$ cat src/coupling_pkg.sv
// Purpose: Shared constants and types for the multi-unit coupling block
// Assumes: 200 MHz aclk, AXI4-Lite register access with 32-bit data
// Notes: Command codes are the fast numeric codes of the coupling commands

package coupling_pkg;

   ////////////////////////////////////////////////////////////////////////
   // Register map, byte addresses
   localparam logic [7:0] OFS_ARG0 = 8'h00;
   localparam logic [7:0] OFS_ARG1 = 8'h04;
   localparam logic [7:0] OFS_CMD = 8'h08;
   localparam logic [7:0] OFS_RESP = 8'h0C;
   localparam logic [7:0] OFS_STATUS = 8'h10;

   // Command word: code in the low bits, query flag at the top
   localparam int CMD_QUERY_BIT = 31;
   localparam int CMD_CODE_W = 20;

   localparam logic [19:0] CODE_ROLE = 20'h0002A;
   localparam logic [19:0] CODE_DELAY = 20'h0003A;
   localparam logic [19:0] CODE_COUPLE = 20'h0006A;
   localparam logic [19:0] CODE_PATH = 20'h0191A;
   localparam logic [19:0] CODE_LINE = 20'h0210A;
   localparam logic [19:0] CODE_LIST_DEL = 20'h00040;
   localparam logic [19:0] CODE_LIST_INS = 20'h00051;
   localparam logic [19:0] CODE_BYPASS = 20'h0203A;

   // Status register bits
   localparam int ST_ERR_BIT = 0;
   localparam int ST_COUPLE_BIT = 1;
   localparam int ST_DELAY_BIT = 2;
   localparam int ST_RATE_BIT = 3;
   localparam int ST_LAN_BIT = 4;
   localparam int ST_FOLLOW_BIT = 5;

   // Start delay: seconds in fixed point, 16 fraction bits, 0 to 20 s
   localparam int DELAY_W = 21;
   localparam logic [20:0] DELAY_MAX = 21'h140000;
   localparam logic [20:0] DELAY_RST = 21'h000000;
   localparam int CLK_HZ = 32'h0BEBC200;
   localparam int DELAY_LSB_PER_S = 32'h00010000;
   localparam int TICK_CYCLES = CLK_HZ / DELAY_LSB_PER_S;
   localparam int TICK_W = 12;

   typedef enum logic [1:0] {
      PATH_NEIGHBOUR = 2'b00,
      PATH_ECL = 2'b01,
      PATH_LBUS = 2'b10
   } path_t;

   localparam path_t PATH_RST = PATH_NEIGHBOUR;
   localparam logic COUPLE_RST = 1'b0;
   localparam logic ROLE_RST = 1'b0;
   localparam logic [1:0] LINE_RST = 2'b00;

   // Follower list for LAN operation
   localparam int LIST_DEPTH = 8;
   localparam logic [7:0] DESIG_BASE = 8'h02;

   // Synchronised pin inputs
   localparam int SYNC_W = 6;
   localparam int SI_ECL0 = 0;
   localparam int SI_ECL1 = 1;
   localparam int SI_NEIGH = 2;
   localparam int SI_LBUS = 3;
   localparam int SI_COMBO = 4;
   localparam int SI_LAN = 5;

   localparam logic [1:0] RESP_OKAY = 2'b00;
   localparam logic [1:0] RESP_SLVERR = 2'b10;

   typedef enum logic [0:0] {
      ST_IDLE = 1'b0,
      ST_DELAY = 1'b1
   } start_st_t;

   function automatic logic [31:0] merge_bytes(input logic [31:0] old_v,
                                               input logic [31:0] new_v,
                                               input logic [3:0] strb);
      logic [31:0] res;
      res = old_v;
      for (int i = 0; i < 4; i++) begin
         if (strb[i]) begin
            res[8*i +: 8] = new_v[8*i +: 8];
         end
      end
      return res;
   endfunction

endpackage

$ cat src/sync_if.sv
// Purpose: Carries raw pins to the synchroniser and clean levels back
// Assumes: One clock domain on the user side
// Notes: rise is a one-cycle pulse

`timescale 1ns/10ps
`default_nettype none

interface sync_if;
   import coupling_pkg::*;
   logic [SYNC_W-1:0] raw;
   logic [SYNC_W-1:0] level;
   logic [SYNC_W-1:0] rise;
   modport sync_side(input raw, output level, output rise);
   modport user_side(output raw, input level, input rise);
endinterface

`default_nettype wire

$ cat src/sync_edge.sv
// Purpose: Two-flop synchroniser with rising edge detect per input
// Assumes: Inputs are asynchronous to aclk
// Notes: Only the second flop and later feed logic

`timescale 1ns/10ps
`default_nettype none

module sync_edge
   import coupling_pkg::*;
(
   // Clock and reset
   input wire logic aclk,
   input wire logic aresetn,
   // Pin side and user side
   sync_if.sync_side s
);

   logic [SYNC_W-1:0] meta_r, meta_nxt;
   logic [SYNC_W-1:0] stab_r, stab_nxt;
   logic [SYNC_W-1:0] prev_r, prev_nxt;
   logic [SYNC_W-1:0] rise_r, rise_nxt;

   always_comb begin
      meta_nxt = s.raw;
      stab_nxt = meta_r;
      prev_nxt = stab_r;
      rise_nxt = stab_r & ~prev_r;
   end

   always_ff @(posedge aclk) begin
      if (!aresetn) begin
         meta_r <= '0;
         stab_r <= '0;
         prev_r <= '0;
         rise_r <= '0;
      end else begin
         meta_r <= meta_nxt;
         stab_r <= stab_nxt;
         prev_r <= prev_nxt;
         rise_r <= rise_nxt;
      end
   end

   assign s.level = stab_r;
   assign s.rise = rise_r;

endmodule

`default_nettype wire

$ cat src/multi_unit_sync_coupling.sv
// Purpose: Command-driven start coupling between generator units
// Assumes: Commands arrive as code plus arguments over AXI4-Lite
// Notes: Writing CMD executes the command; RESP holds any answer
//
// How it works
// - Follower start delayed 0..20 s, default zero
// - Unit one leads; followers are delayed
// - Delay only in continuous, synchronised operation
// - Delay query returns programmed seconds
// - Path select: neighbour, ECL lines, local bus
// - Neighbour path only for supported carrier combos
// - ECL path enables lines; clock under 66 MHz
// - Path query reports selected path
// - Delete follower by IP, LAN only
// - Insert follower and assign designator, LAN only
// - Coupling on or off, default off
// - Coupling query returns one or zero
// - Legacy output bypass command raises error
// - Trigger lines 0 and 1 become sync outputs
// - Each line output off after reset
// - Line query answers line then state
//
// Our own choices: the register offsets and register access over AXI4-Lite.

`timescale 1ns/10ps
`default_nettype none

module multi_unit_sync_coupling
   import coupling_pkg::*;
#(
   parameter int TICK_CNT = TICK_CYCLES
)(
   // Clock and reset
   input wire logic aclk,
   input wire logic aresetn,
   // AXI4-Lite slave
   input wire logic [7:0] awaddr,
   input wire logic awvalid,
   output logic awready,
   input wire logic [31:0] wdata,
   input wire logic [3:0] wstrb,
   input wire logic wvalid,
   output logic wready,
   output logic [1:0] bresp,
   output logic bvalid,
   input wire logic bready,
   input wire logic [7:0] araddr,
   input wire logic arvalid,
   output logic arready,
   output logic [31:0] rdata,
   output logic [1:0] rresp,
   output logic rvalid,
   input wire logic rready,
   // Waveform engine
   input wire logic start_req,
   input wire logic continuous_mode,
   input wire logic ref_clk_lvl,
   input wire logic rate_above_66m,
   output logic wave_start,
   output logic link_clk_tick,
   // Backplane and carrier pins
   input wire logic [1:0] ecl_in,
   output logic [1:0] ecl_out,
   output logic [1:0] ecl_oe,
   input wire logic neighbour_in,
   output logic neighbour_out,
   output logic neighbour_oe,
   input wire logic lbus_in,
   output logic lbus_out,
   output logic lbus_oe,
   input wire logic carrier_combo_ok,
   input wire logic lan_mode
);

   ////////////////////////////////////////////////////////////////////////
   // Pin synchronisers
   sync_if pins ();
   assign pins.raw = {lan_mode, carrier_combo_ok, lbus_in, neighbour_in,
                      ecl_in};
   sync_edge u_sync (.aclk(aclk), .aresetn(aresetn), .s(pins.sync_side));

   ////////////////////////////////////////////////////////////////////////
   // State
   logic bvalid_r, bvalid_nxt, rvalid_r, rvalid_nxt;
   logic [1:0] bresp_r, bresp_nxt, rresp_r, rresp_nxt;
   logic [31:0] rdata_r, rdata_nxt, arg0_r, arg0_nxt, arg1_r, arg1_nxt;
   logic [31:0] resp_r, resp_nxt;
   logic role_r, role_nxt, couple_r, couple_nxt, err_r, err_nxt;
   logic [DELAY_W-1:0] delay_r, delay_nxt, remain_r, remain_nxt;
   path_t path_r, path_nxt;
   logic [1:0] line_r, line_nxt, ecl_out_r, ecl_out_nxt;
   logic [LIST_DEPTH-1:0] lvalid_r, lvalid_nxt;
   logic [31:0] lip_r [LIST_DEPTH];
   logic [31:0] lip_nxt [LIST_DEPTH];
   logic [31:0] lmodel_r [LIST_DEPTH];
   logic [31:0] lmodel_nxt [LIST_DEPTH];
   start_st_t st_r, st_nxt;
   logic [TICK_W-1:0] tick_r, tick_nxt;
   logic wave_r, wave_nxt, nb_out_r, nb_out_nxt, lb_out_r, lb_out_nxt;

   logic wr_fire, cmd_go, query, err_set, err_clr, lan_ok;
   logic [31:0] wword;
   logic [19:0] code;
   logic [7:0] line_sel;
   logic hit_found, free_found;
   logic [2:0] hit_idx, free_idx;

   ////////////////////////////////////////////////////////////////////////
   // AXI4-Lite slave
   assign wr_fire = awvalid && wvalid && !bvalid_r;
   assign awready = wr_fire;
   assign wready = wr_fire;
   assign arready = !rvalid_r;
   assign wword = merge_bytes(32'h00000000, wdata, wstrb);
   assign cmd_go = wr_fire && awaddr == OFS_CMD;
   assign code = wword[CMD_CODE_W-1:0];
   assign query = wword[CMD_QUERY_BIT];
   assign err_clr = wr_fire && awaddr == OFS_STATUS && wword[ST_ERR_BIT];
   assign lan_ok = pins.level[SI_LAN];
   assign line_sel = arg0_r[15:8];

   always_comb begin
      bvalid_nxt = bvalid_r && !bready;
      bresp_nxt = bresp_r;
      arg0_nxt = arg0_r;
      arg1_nxt = arg1_r;
      if (wr_fire) begin
         bvalid_nxt = 1'b1;
         bresp_nxt = RESP_OKAY;
         case (awaddr)
            OFS_ARG0: arg0_nxt = merge_bytes(arg0_r, wdata, wstrb);
            OFS_ARG1: arg1_nxt = merge_bytes(arg1_r, wdata, wstrb);
            OFS_CMD, OFS_STATUS: bresp_nxt = RESP_OKAY;
            default: bresp_nxt = RESP_SLVERR;
         endcase
      end
      rvalid_nxt = rvalid_r && !rready;
      rresp_nxt = rresp_r;
      rdata_nxt = rdata_r;
      if (arvalid && !rvalid_r) begin
         rvalid_nxt = 1'b1;
         rresp_nxt = RESP_OKAY;
         case (araddr)
            OFS_ARG0: rdata_nxt = arg0_r;
            OFS_ARG1: rdata_nxt = arg1_r;
            OFS_CMD: rdata_nxt = 32'h00000000;
            OFS_RESP: rdata_nxt = resp_r;
            OFS_STATUS: rdata_nxt = {26'h0000000, role_r, lan_ok,
               rate_above_66m && path_r == PATH_ECL,
               st_r == ST_DELAY, couple_r, err_r};
            default: begin
               rdata_nxt = 32'h00000000;
               rresp_nxt = RESP_SLVERR;
            end
         endcase
      end
   end

   ////////////////////////////////////////////////////////////////////////
   // Follower list search
   always_comb begin
      hit_found = 1'b0;
      hit_idx = 3'h0;
      free_found = 1'b0;
      free_idx = 3'h0;
      for (int i = LIST_DEPTH - 1; i >= 0; i--) begin
         if (lvalid_r[i] && lip_r[i] == arg0_r) begin
            hit_found = 1'b1;
            hit_idx = 3'(i);
         end
         if (!lvalid_r[i]) begin
            free_found = 1'b1;
            free_idx = 3'(i);
         end
      end
   end

   ////////////////////////////////////////////////////////////////////////
   // Command interpreter
   always_comb begin
      role_nxt = role_r;
      delay_nxt = delay_r;
      couple_nxt = couple_r;
      path_nxt = path_r;
      line_nxt = line_r;
      resp_nxt = resp_r;
      lvalid_nxt = lvalid_r;
      lip_nxt = lip_r;
      lmodel_nxt = lmodel_r;
      err_set = 1'b0;
      if (cmd_go) begin
         case (code)
            CODE_ROLE: begin
               if (query) resp_nxt = {31'h00000000, role_r};
               else if (arg0_r > 32'h1) err_set = 1'b1;
               else role_nxt = arg0_r[0];
            end
            CODE_DELAY: begin
               if (query) resp_nxt = {11'h000, delay_r};
               else if (arg0_r > {11'h000, DELAY_MAX}) err_set = 1'b1;
               else delay_nxt = arg0_r[DELAY_W-1:0];
            end
            CODE_COUPLE: begin
               if (query) resp_nxt = {31'h00000000, couple_r};
               else if (arg0_r > 32'h1) err_set = 1'b1;
               else couple_nxt = arg0_r[0];
            end
            CODE_PATH: begin
               if (query) resp_nxt = {30'h00000000, path_r};
               else if (arg0_r > 32'h2) err_set = 1'b1;
               else path_nxt = path_t'(arg0_r[1:0]);
            end
            CODE_LINE: begin
               if (line_sel > 8'h01) err_set = 1'b1;
               else if (query)
                  resp_nxt = {16'h0000, line_sel, 7'h00, line_r[line_sel[0]]};
               else if (arg0_r[7:0] > 8'h01) err_set = 1'b1;
               else line_nxt[line_sel[0]] = arg0_r[0];
            end
            CODE_LIST_DEL: begin
               if (!lan_ok || query || !hit_found) err_set = 1'b1;
               else lvalid_nxt[hit_idx] = 1'b0;
            end
            CODE_LIST_INS: begin
               if (!lan_ok || query || !free_found) err_set = 1'b1;
               else begin
                  lvalid_nxt[free_idx] = 1'b1;
                  lip_nxt[free_idx] = arg0_r;
                  lmodel_nxt[free_idx] = arg1_r;
                  resp_nxt = {24'h000000, DESIG_BASE + 8'(free_idx)};
               end
            end
            default: err_set = 1'b1;
         endcase
      end
      err_nxt = err_set || (err_r && !err_clr);
   end

   ////////////////////////////////////////////////////////////////////////
   // Start coupling
   logic follow_start, delay_on, tick;
   assign tick = tick_r == TICK_W'(TICK_CNT - 1);
   always_comb begin
      case (path_r)
         PATH_ECL: follow_start = pins.rise[SI_ECL1];
         PATH_LBUS: follow_start = pins.rise[SI_LBUS];
         default: follow_start = pins.rise[SI_NEIGH];
      endcase
   end
   assign delay_on = role_r && continuous_mode &&
                     delay_r != DELAY_RST;

   always_comb begin
      st_nxt = st_r;
      remain_nxt = remain_r;
      tick_nxt = tick ? '0 : tick_r + 1'b1;
      wave_nxt = 1'b0;
      case (st_r)
         ST_IDLE: begin
            if (!role_r) wave_nxt = start_req;
            else if (follow_start && delay_on) begin
               st_nxt = ST_DELAY;
               remain_nxt = delay_r;
               tick_nxt = '0;
            end else wave_nxt = follow_start;
         end
         ST_DELAY: begin
            if (tick) begin
               remain_nxt = remain_r - 1'b1;
               if (remain_r == 21'h000001) begin
                  st_nxt = ST_IDLE;
                  wave_nxt = 1'b1;
               end
            end
         end
         default: st_nxt = ST_IDLE;
      endcase
   end

   logic drive_lead;
   assign drive_lead = !role_r && couple_r;
   always_comb begin
      ecl_out_nxt = {start_req, ref_clk_lvl};
      nb_out_nxt = start_req;
      lb_out_nxt = start_req;
   end
   assign ecl_oe = line_r | {2{drive_lead && path_r == PATH_ECL}};
   assign neighbour_oe = drive_lead && path_r == PATH_NEIGHBOUR &&
                         pins.level[SI_COMBO];
   assign lbus_oe = drive_lead && path_r == PATH_LBUS;

   ////////////////////////////////////////////////////////////////////////
   // Registers
   always_ff @(posedge aclk) begin
      if (!aresetn) begin
         bvalid_r <= 1'b0;
         bresp_r <= RESP_OKAY;
         rvalid_r <= 1'b0;
         rresp_r <= RESP_OKAY;
         rdata_r <= 32'h00000000;
         arg0_r <= 32'h00000000;
         arg1_r <= 32'h00000000;
         resp_r <= 32'h00000000;
         role_r <= ROLE_RST;
         delay_r <= DELAY_RST;
         couple_r <= COUPLE_RST;
         path_r <= PATH_RST;
         line_r <= LINE_RST;
         err_r <= 1'b0;
         lvalid_r <= '0;
         lip_r <= '{default: 32'h00000000};
         lmodel_r <= '{default: 32'h00000000};
         st_r <= ST_IDLE;
         remain_r <= DELAY_RST;
         tick_r <= '0;
         wave_r <= 1'b0;
         ecl_out_r <= 2'b00;
         nb_out_r <= 1'b0;
         lb_out_r <= 1'b0;
      end else begin
         bvalid_r <= bvalid_nxt;
         bresp_r <= bresp_nxt;
         rvalid_r <= rvalid_nxt;
         rresp_r <= rresp_nxt;
         rdata_r <= rdata_nxt;
         arg0_r <= arg0_nxt;
         arg1_r <= arg1_nxt;
         resp_r <= resp_nxt;
         role_r <= role_nxt;
         delay_r <= delay_nxt;
         couple_r <= couple_nxt;
         path_r <= path_nxt;
         line_r <= line_nxt;
         err_r <= err_nxt;
         lvalid_r <= lvalid_nxt;
         lip_r <= lip_nxt;
         lmodel_r <= lmodel_nxt;
         st_r <= st_nxt;
         remain_r <= remain_nxt;
         tick_r <= tick_nxt;
         wave_r <= wave_nxt;
         ecl_out_r <= ecl_out_nxt;
         nb_out_r <= nb_out_nxt;
         lb_out_r <= lb_out_nxt;
      end
   end

   assign bvalid = bvalid_r;
   assign bresp = bresp_r;
   assign rvalid = rvalid_r;
   assign rresp = rresp_r;
   assign rdata = rdata_r;
   assign wave_start = wave_r;
   assign ecl_out = ecl_out_r;
   assign neighbour_out = nb_out_r;
   assign lbus_out = lb_out_r;
   assign link_clk_tick = pins.rise[SI_ECL0];
endmodule

`default_nettype wire

$ cat config.mk
export PLATFORM = sky130hd
export DESIGN_NAME = multi_unit_sync_coupling
export DESIGN_NICKNAME = d
export VERILOG_FILES = /design/src/coupling_pkg.sv /design/src/sync_if.sv /design/src/sync_edge.sv /design/src/multi_unit_sync_coupling.sv
export SDC_FILE = /design/constraint.sdc
export NUM_CORES = 1
export LEC_CHECK = 0
export BUFFER_PORTS_ARGS = -buffer_cell sky130_fd_sc_hd__buf_2
export CELL_PAD_IN_SITES_DETAIL_PLACEMENT = 2
export CELL_PAD_IN_SITES_GLOBAL_PLACEMENT = 2
export CORE_MARGIN = 1.5
export CORE_UTILIZATION = 34
export DETAILED_ROUTE_END_ITERATION = 10
export GPL_TIMING_DRIVEN = 0
export PLACE_DENSITY = 0.77
export SLEW_MARGIN = 20
export SYNTH_ARGS = -nofsm -noshare
export SYNTH_HDL_FRONTEND = slang
export SYNTH_SLANG_ARGS = --single-unit
$ cat constraint.sdc
create_clock -name aclk -period 2.5 [get_ports aclk]
set_clock_uncertainty 0.1 [all_clocks]
set_input_delay 0.125 -clock aclk [delete_from_list [all_inputs] [get_ports aclk]]
set_output_delay 0.125 -clock aclk [all_outputs]
set_load 0.05 [all_outputs]
==> results of run 1 <==
[metal layers]
metal | share of wire [%] | up-vias | GRT usage, %
li1 | - | 10020 | -
met1 | 36 | 12410 | 41.21
met2 | 46 | 1324 | 59.84
met3 | 7.6 | 655 | 5.507
met4 | 9.9 | 10 | 26.20
met5 | 0.045 | - | 0
[critical path, stage by stage, from the launching register on]
cell and delay, ns:
dfxtp_2 0.69, xnor2_1 0.21, nand4_1 0.24, nor4_2 0.56, nand4_1 0.27, buf_4 0.23, nand2_1 0.16, o31ai_1 0.18
a31o_2 0.29
[kinds of logic (layout without fill, tap and decap cells)]
family | count (synthesis) | count (layout) | share of synthesized area (%)
simple gates | 1157 | 1158 | 23.28
compound gates | 575 | 576 | 16.70
flops | 470 | 470 | 41.64
buf+inv | 264 | 621 | 6.224
xor+xnor | 257 | 257 | 9.962
mux | 35 | 35 | 1.562
fa+ha+maj | 11 | 11 | 0.6091
other cells | 1 | 4 | 0.01660
[power groups by stage]
| stage | combinational (mW) | sequential [mW] | clock (mW) |
|---|---|---|---|
| floorplan | 0.261 | 7.72 | 0 |
| global placement | 0.523 | 7.69 | 0 |
| detailed placement | 0.538 | 7.69 | 0 |
| CTS | 0.635 | 7.52 | 8.59 |
| global route | 0.713 | 7.52 | 9.05 |
| finish | 0.692 | 7.52 | 8.82 |
[layout make-up]
cell class	count	area share [%]
Multi-Input combinational cell	2039	46.49
Clock inverter	15	0.6049
Antenna cell	2	0.01582
Clock buffer	84	5.306
Sequential cell	470	29.85
Tap cell	864	3.416
Inverter	31	0.3677
Buffer	220	5.733
Timing Repair Buffer	271	8.216
[per-stage QoR]
step | hold slack [ns] | TNS [ns] | utilization, % | area (µm²) | setup slack, ns
finish | 0.01309 | -84.54 | 48.13 | 31650 | -0.5607
global route | 0.04728 | -100.91 | 48.13 | 31650 | -0.4918
detailed placement | 0.2319 | -232.84 | 36.92 | 24270 | -1.619
CTS | 0.003082 | -42.15 | 44.53 | 29280 | -0.2718
floorplan | 0.1240 | 0 | - | 22600 | 0.01592
global placement | 0.2146 | -214.77 | 36.88 | 24250 | -1.521
[final timing paths]
path | to | startpoint
setup / recovery | err_r$_SDFF_PN0_ | arg0_r[28]$_SDFFE_PN0P_
setup reg to reg | err_r$_SDFF_PN0_ | arg0_r[28]$_SDFFE_PN0P_
hold / removal | err_r$_SDFF_PN0_ | awaddr[3]
hold reg to reg | u_sync.s.rise[0]$_SDFF_PN0_ | u_sync.prev_r[0]$_SDFF_PN0_
[registers in the layout (all words and copies together) (netlist names), 6 cells and up]
signal,flops
delay_r,21
u_sync.s.level,6
tick_r,12
rdata,32
lip_r,256
resp_r,21
lvalid_r,8
remain_r,21
arg0_r,32
arg1_r,32
u_sync.meta_r,6
[synth_stat cells, drive strengths merged, types with 10 or more instances]
cell type | instances | area [µm²]
nand2 | 677 | 2554
dfxtp | 470 | 9409
a21oi | 410 | 2600
xnor2 | 146 | 1279
buf | 122 | 873.3
nor2 | 122 | 457.9
clkbuf | 111 | 416.7
xor2 | 111 | 972.2
nand3 | 108 | 610.6
nand4 | 52 | 325.3
o21ai | 51 | 255.2
nor4 | 47 | 306.5
nor3 | 42 | 241.5
a22oi | 39 | 297.8
mux2i | 33 | 330.3
inv | 31 | 116.4
and2 | 28 | 175.2
and3 | 16 | 100.1
nor2b | 15 | 93.84
a221oi | 11 | 102.6
ha | 11 | 137.6
o22ai | 10 | 62.56
or3 | 10 | 62.56
[timing repair]
item,4_1_cts,5_1_grt
setup buffers,39,37
setup endpoints to repair,412,413
hold buffers,57,0
pin swaps,132,210
endpoints found under the hold margin,85,0
resized for setup,513,534
gates cloned,26,13
==> flow_summary.toml, run 1 <==
[final_layout]
syn_to_final_growth_pct = 40.05
final_cell_mix = "dfxtp_1 (454), nand2_1 (351), a21oi_2 (259)"
drive_above_1_share_pct = 36.87
nets = 3170
layout.area.seq_mm2 = 0.009447
nFillCells = 6883
mostFrequentLayoutCell = "dfxtp_1"
stdcell_count = 3996
multi_input_area_mm2 = 0.01471

[clock_tree]
clk_latency_ns = 0.66
cts-buffers-inserted = 57
clkSlewWorstSetupHoldPaths_ns = 0.07
h-tree-depth = 2
cts.path.max_buffers = 3
cts_num_sinks = 470
cts_tree = "yes"
root_buffer = "clkbuf_16"

[floorplanning]
dieArea_mm2 = 0.06801
chipHeight_um = 260.8
ios = 120
die_x_um = 260.8
start_util_pct = 34.37
core_area_mm2 = 0.06575
placementRows = 94

[setup_path]
required_ns = 2.92
worst_ep_arrival_time_ns = 3.48
r2r_slack_ns = -0.56
reg2regPathDepth = 8
path_class = "register to register"
cp-end-kind = "register"
cp_max_fo = 10
critPathLaunchType = "register"

[power]
netSwitchingFraction_pct = 25.38
p_int_mw = 12.71
combPwrFrac_pct = 4.1
ir_drop_uv = 520.4
power.switching_mw = 4.323
power_mw = 17.03
clock_power_share_pct = 51.8
p_seq_share_pct = 44.1
cellPowerDensity_mw_per_mm2 = 538.3
p_leak_nw = 12.09

[synth]
async_flop_share_pct = 0
synth_area_per_cell_um2 = 8.157
yosysWarnings = 0
syn_area_mm2 = 0.02260
synth-edff-count = 0
synthFlopType = "dfxtp_1"
synth_sequential_area_ratio_pct = 41.64
synthDistinctLibCells = 78
syn_inst = 2770
ys_seq_elements = 470

[min_path]
holdCritPathClass = "input port to register"
holdPathStages = 6

[drt]
vias_per_cell = 6.108
wl_um = 140500
remaining_drc_errors = 0
routedWlPerCell_um = 35.16
drtIter0Drc = 2157
firstDrtPassIters = 5
vias = 24410
antenna_left = 0

[grt]
track_usage_pct = 35.68
grt_max_degree = 15
grt.overflow.total = 0
grt_pass1_vias = 25760
antenna_found_initial = 8
grt_pass1_wl_um = 176500

[sta]
rsz0062_at_grt = "true"
finalHoldViolCount = 0
setup_violations = 326
finalMaxSlewViolations = 0
worst_pin_slew_ns = 1.220
fin_ws_ns = -0.5607
finalCriticalPeriod_ns = 3.061
fmaxAchievable_mhz = 326.7
fin_crit_sh_pct = 122.4
slew_headroom_pct = 17.97

[place]
gp_congestion = 0.9262
dpl.hpwl_um = 77310
io_buffer_count = 112
dpl.cell_count = 3747

[job]
drv_cap = 0

[run_status]
failed_checks = "setup timing"
status = "finished, violations left"
Power figures use the tool's default switching activity.
==> run 2, diff against run 1 <==
GPL_TIMING_DRIVEN = not set   (was 0)
==> flow_summary.toml, run 2 (synthesis results as in run 1) <==
[final_layout]
final_cell_mix = "nand2_1 (597), dfxtp_1 (450), buf_4 (259)"
final_util_pct = 46.84
nets = 3220
layout.area.seq_mm2 = 0.009439
mostFrequentLayoutCell = "nand2_1"
nFillCells = 6940
drive_above_1_share_pct = 31.42
syn_to_final_growth_pct = 36.29
largest-register = "lip_r"
fin_area_mm2 = 0.03080
multi_input_area_mm2 = 0.01292
largest_reg_flops = 256

[place]
io_buffer_count = 117
dpl.hpwl_um = 68030
gp_congestion = 0.8612
dpl-instance-area_mm2 = 0.02610

[power]
p_leak_nw = 11.64
p_seq_share_pct = 43.3
p_int_mw = 12.95
power.switching_mw = 4.406
power_mw = 17.36
ir_drop_uv = 470.0
netSwitchingFraction_pct = 25.38
cellPowerDensity_mw_per_mm2 = 563.7
clock_power_share_pct = 52.7
combPwrFrac_pct = 4.0

[setup_path]
path_common_cell = "nand4_1"
setup.worst_path.start = "arg0_r[15]$_SDFFE_PN0P_"
critPathLaunchType = "register"
crit_family = "simple AND/OR/NAND/NOR gates"
timing.rr.start = "arg0_r[15]$_SDFFE_PN0P_"
required_ns = 2.94
worst_ep_arrival_time_ns = 3.57
crit_buf_inv = 1
path_class = "register to register"
cpPeakStageDelay_ns = 0.66
cp_max_fo = 8
cp-end-kind = "register"
worstPathCellList = "buf_12 -> xor2_1 -> nor4_2 -> nand4_1 -> or4_1 -> nand4_1 -> o31ai_1 -> a31o_2"
cp_slowest_cell = "or4_1"

[clock_tree]
clkSlewWorstSetupHoldPaths_ns = 0.07
cts-buffers-inserted = 56
cts_tree = "yes"
cts.path.max_buffers = 3
cts_num_sinks = 470
clk_latency_ns = 0.66
h-tree-depth = 2
root_buffer = "clkbuf_16"

[grt]
grt_max_degree = 72
antenna_found_initial = 4
grt_pass1_wl_um = 163000
grt.overflow.total = 0
grt_pass1_vias = 25590
track_usage_pct = 31.59

[drt]
vias_per_cell = 6.136
routedWlPerCell_um = 34.04
vias = 24860
antenna_left = 0
wl_um = 137900
firstDrtPassIters = 5
remaining_drc_errors = 0
drtIter0Drc = 2334

[sta]
finalHoldViolCount = 0
fmaxAchievable_mhz = 318.9
worst_pin_slew_ns = 1.058
finalCriticalPeriod_ns = 3.136
rsz0062_at_grt = "true"
setup_violations = 313
fin_ws_ns = -0.6360
finalMaxSlewViolations = 0
slew_headroom_pct = 29.40
fin_crit_sh_pct = 125.4
tns_ns = -41.20

[floorplanning]
dieArea_mm2 = 0.06801
ios = 120
core_area_mm2 = 0.06575
placementRows = 94
start_util_pct = 34.37
die_x_um = 260.8
chipHeight_um = 260.8

[run_status]
status = "finished, violations left"
failed_checks = "setup timing"

[min_path]
hp-start = "awaddr[4]"
holdCritPathClass = "input port to register"

[job]
drv_cap = 0
run 2: changes by cell type in the layout (fill, tap and decap cells not counted), moves of 9 or more:
cell       before  now
a21oi_1       148  203
a21oi_2       259  207
buf_12         27   62
buf_2         143  115
buf_4          49  259
buf_6          58   14
buf_8          38    4
clkbuf_1       93    8
clkbuf_16      70   82
dfxtp_2         9   18
nand2_1       351  597
nand2_2       121   59
nand2_4       205   21
run 2: cell type report:
cell class              instances  share of cell area (%)
clock buffers                  82                   5.526
flip-flops and latches        470                   30.65
inverters                      31                  0.4022
diodes                          1                0.008126
clock inverters                22                  0.8370
repair buffers                543                   17.10
well taps                     864                   3.510
multi-input cells            2038                   41.97
run 2: tightest hold or removal path, cell delays in order:
cell,delay [ns]
buf_2,0.16
a21oi_1,0.09
nor2_1,0.14
nor3_1,0.08
a21oi_1,0.18
run 2: per-layer routing:
metal  wire length (µm)  vias up  global-route usage [%]
li1                   -    10080                       -
met1              49250    12550                   36.61
met2              65400     1470                   55.09
met3              10090      746                   4.487
met4              13090        6                   18.88
met5                 37        -                       0
run 2: final timing paths:
check | endpoint | slack (ns) | cells after the start
max | err_r$_SDFF_PN0_ | -0.64 | 8
min | bresp[1]$_SDFFE_PN0P_ | 0.09 | 5
max reg2reg | err_r$_SDFF_PN0_ | -0.64 | 8
min reg2reg | u_sync.s.rise[0]$_SDFF_PN0_ | 0.28 | 1
run 2: repair_timing:
item	4_1_cts	5_1_grt
gates resized for setup	73	238
gates cloned	2	32
endpoints found under the setup margin	321	330
pin swaps	20	88
buffers inserted	0	18
hold buffers	66	0
endpoints found under the hold margin	105	0
run 2: power groups by stage:
stage	combinational [mW]	clock, mW	sequential, mW
after floorplan	0.261	0	7.72
after global placement	0.523	0	7.69
after detailed placement	0.538	0	7.69
after CTS	0.614	8.91	7.52
after global routing	0.705	9.45	7.52
final	0.690	9.15	7.52
run 2: through the flow:
step	worst slack (ns)	instances	hold slack, ns
floorplan	0.01592	2771	0.1240
global placement	-0.3168	3833	0.2155
detailed placement	-0.3651	3833	0.2239
CTS	-0.1148	4005	0.002023
global route	-0.6688	4050	0.05226
finish	-0.6360	4051	0.09024
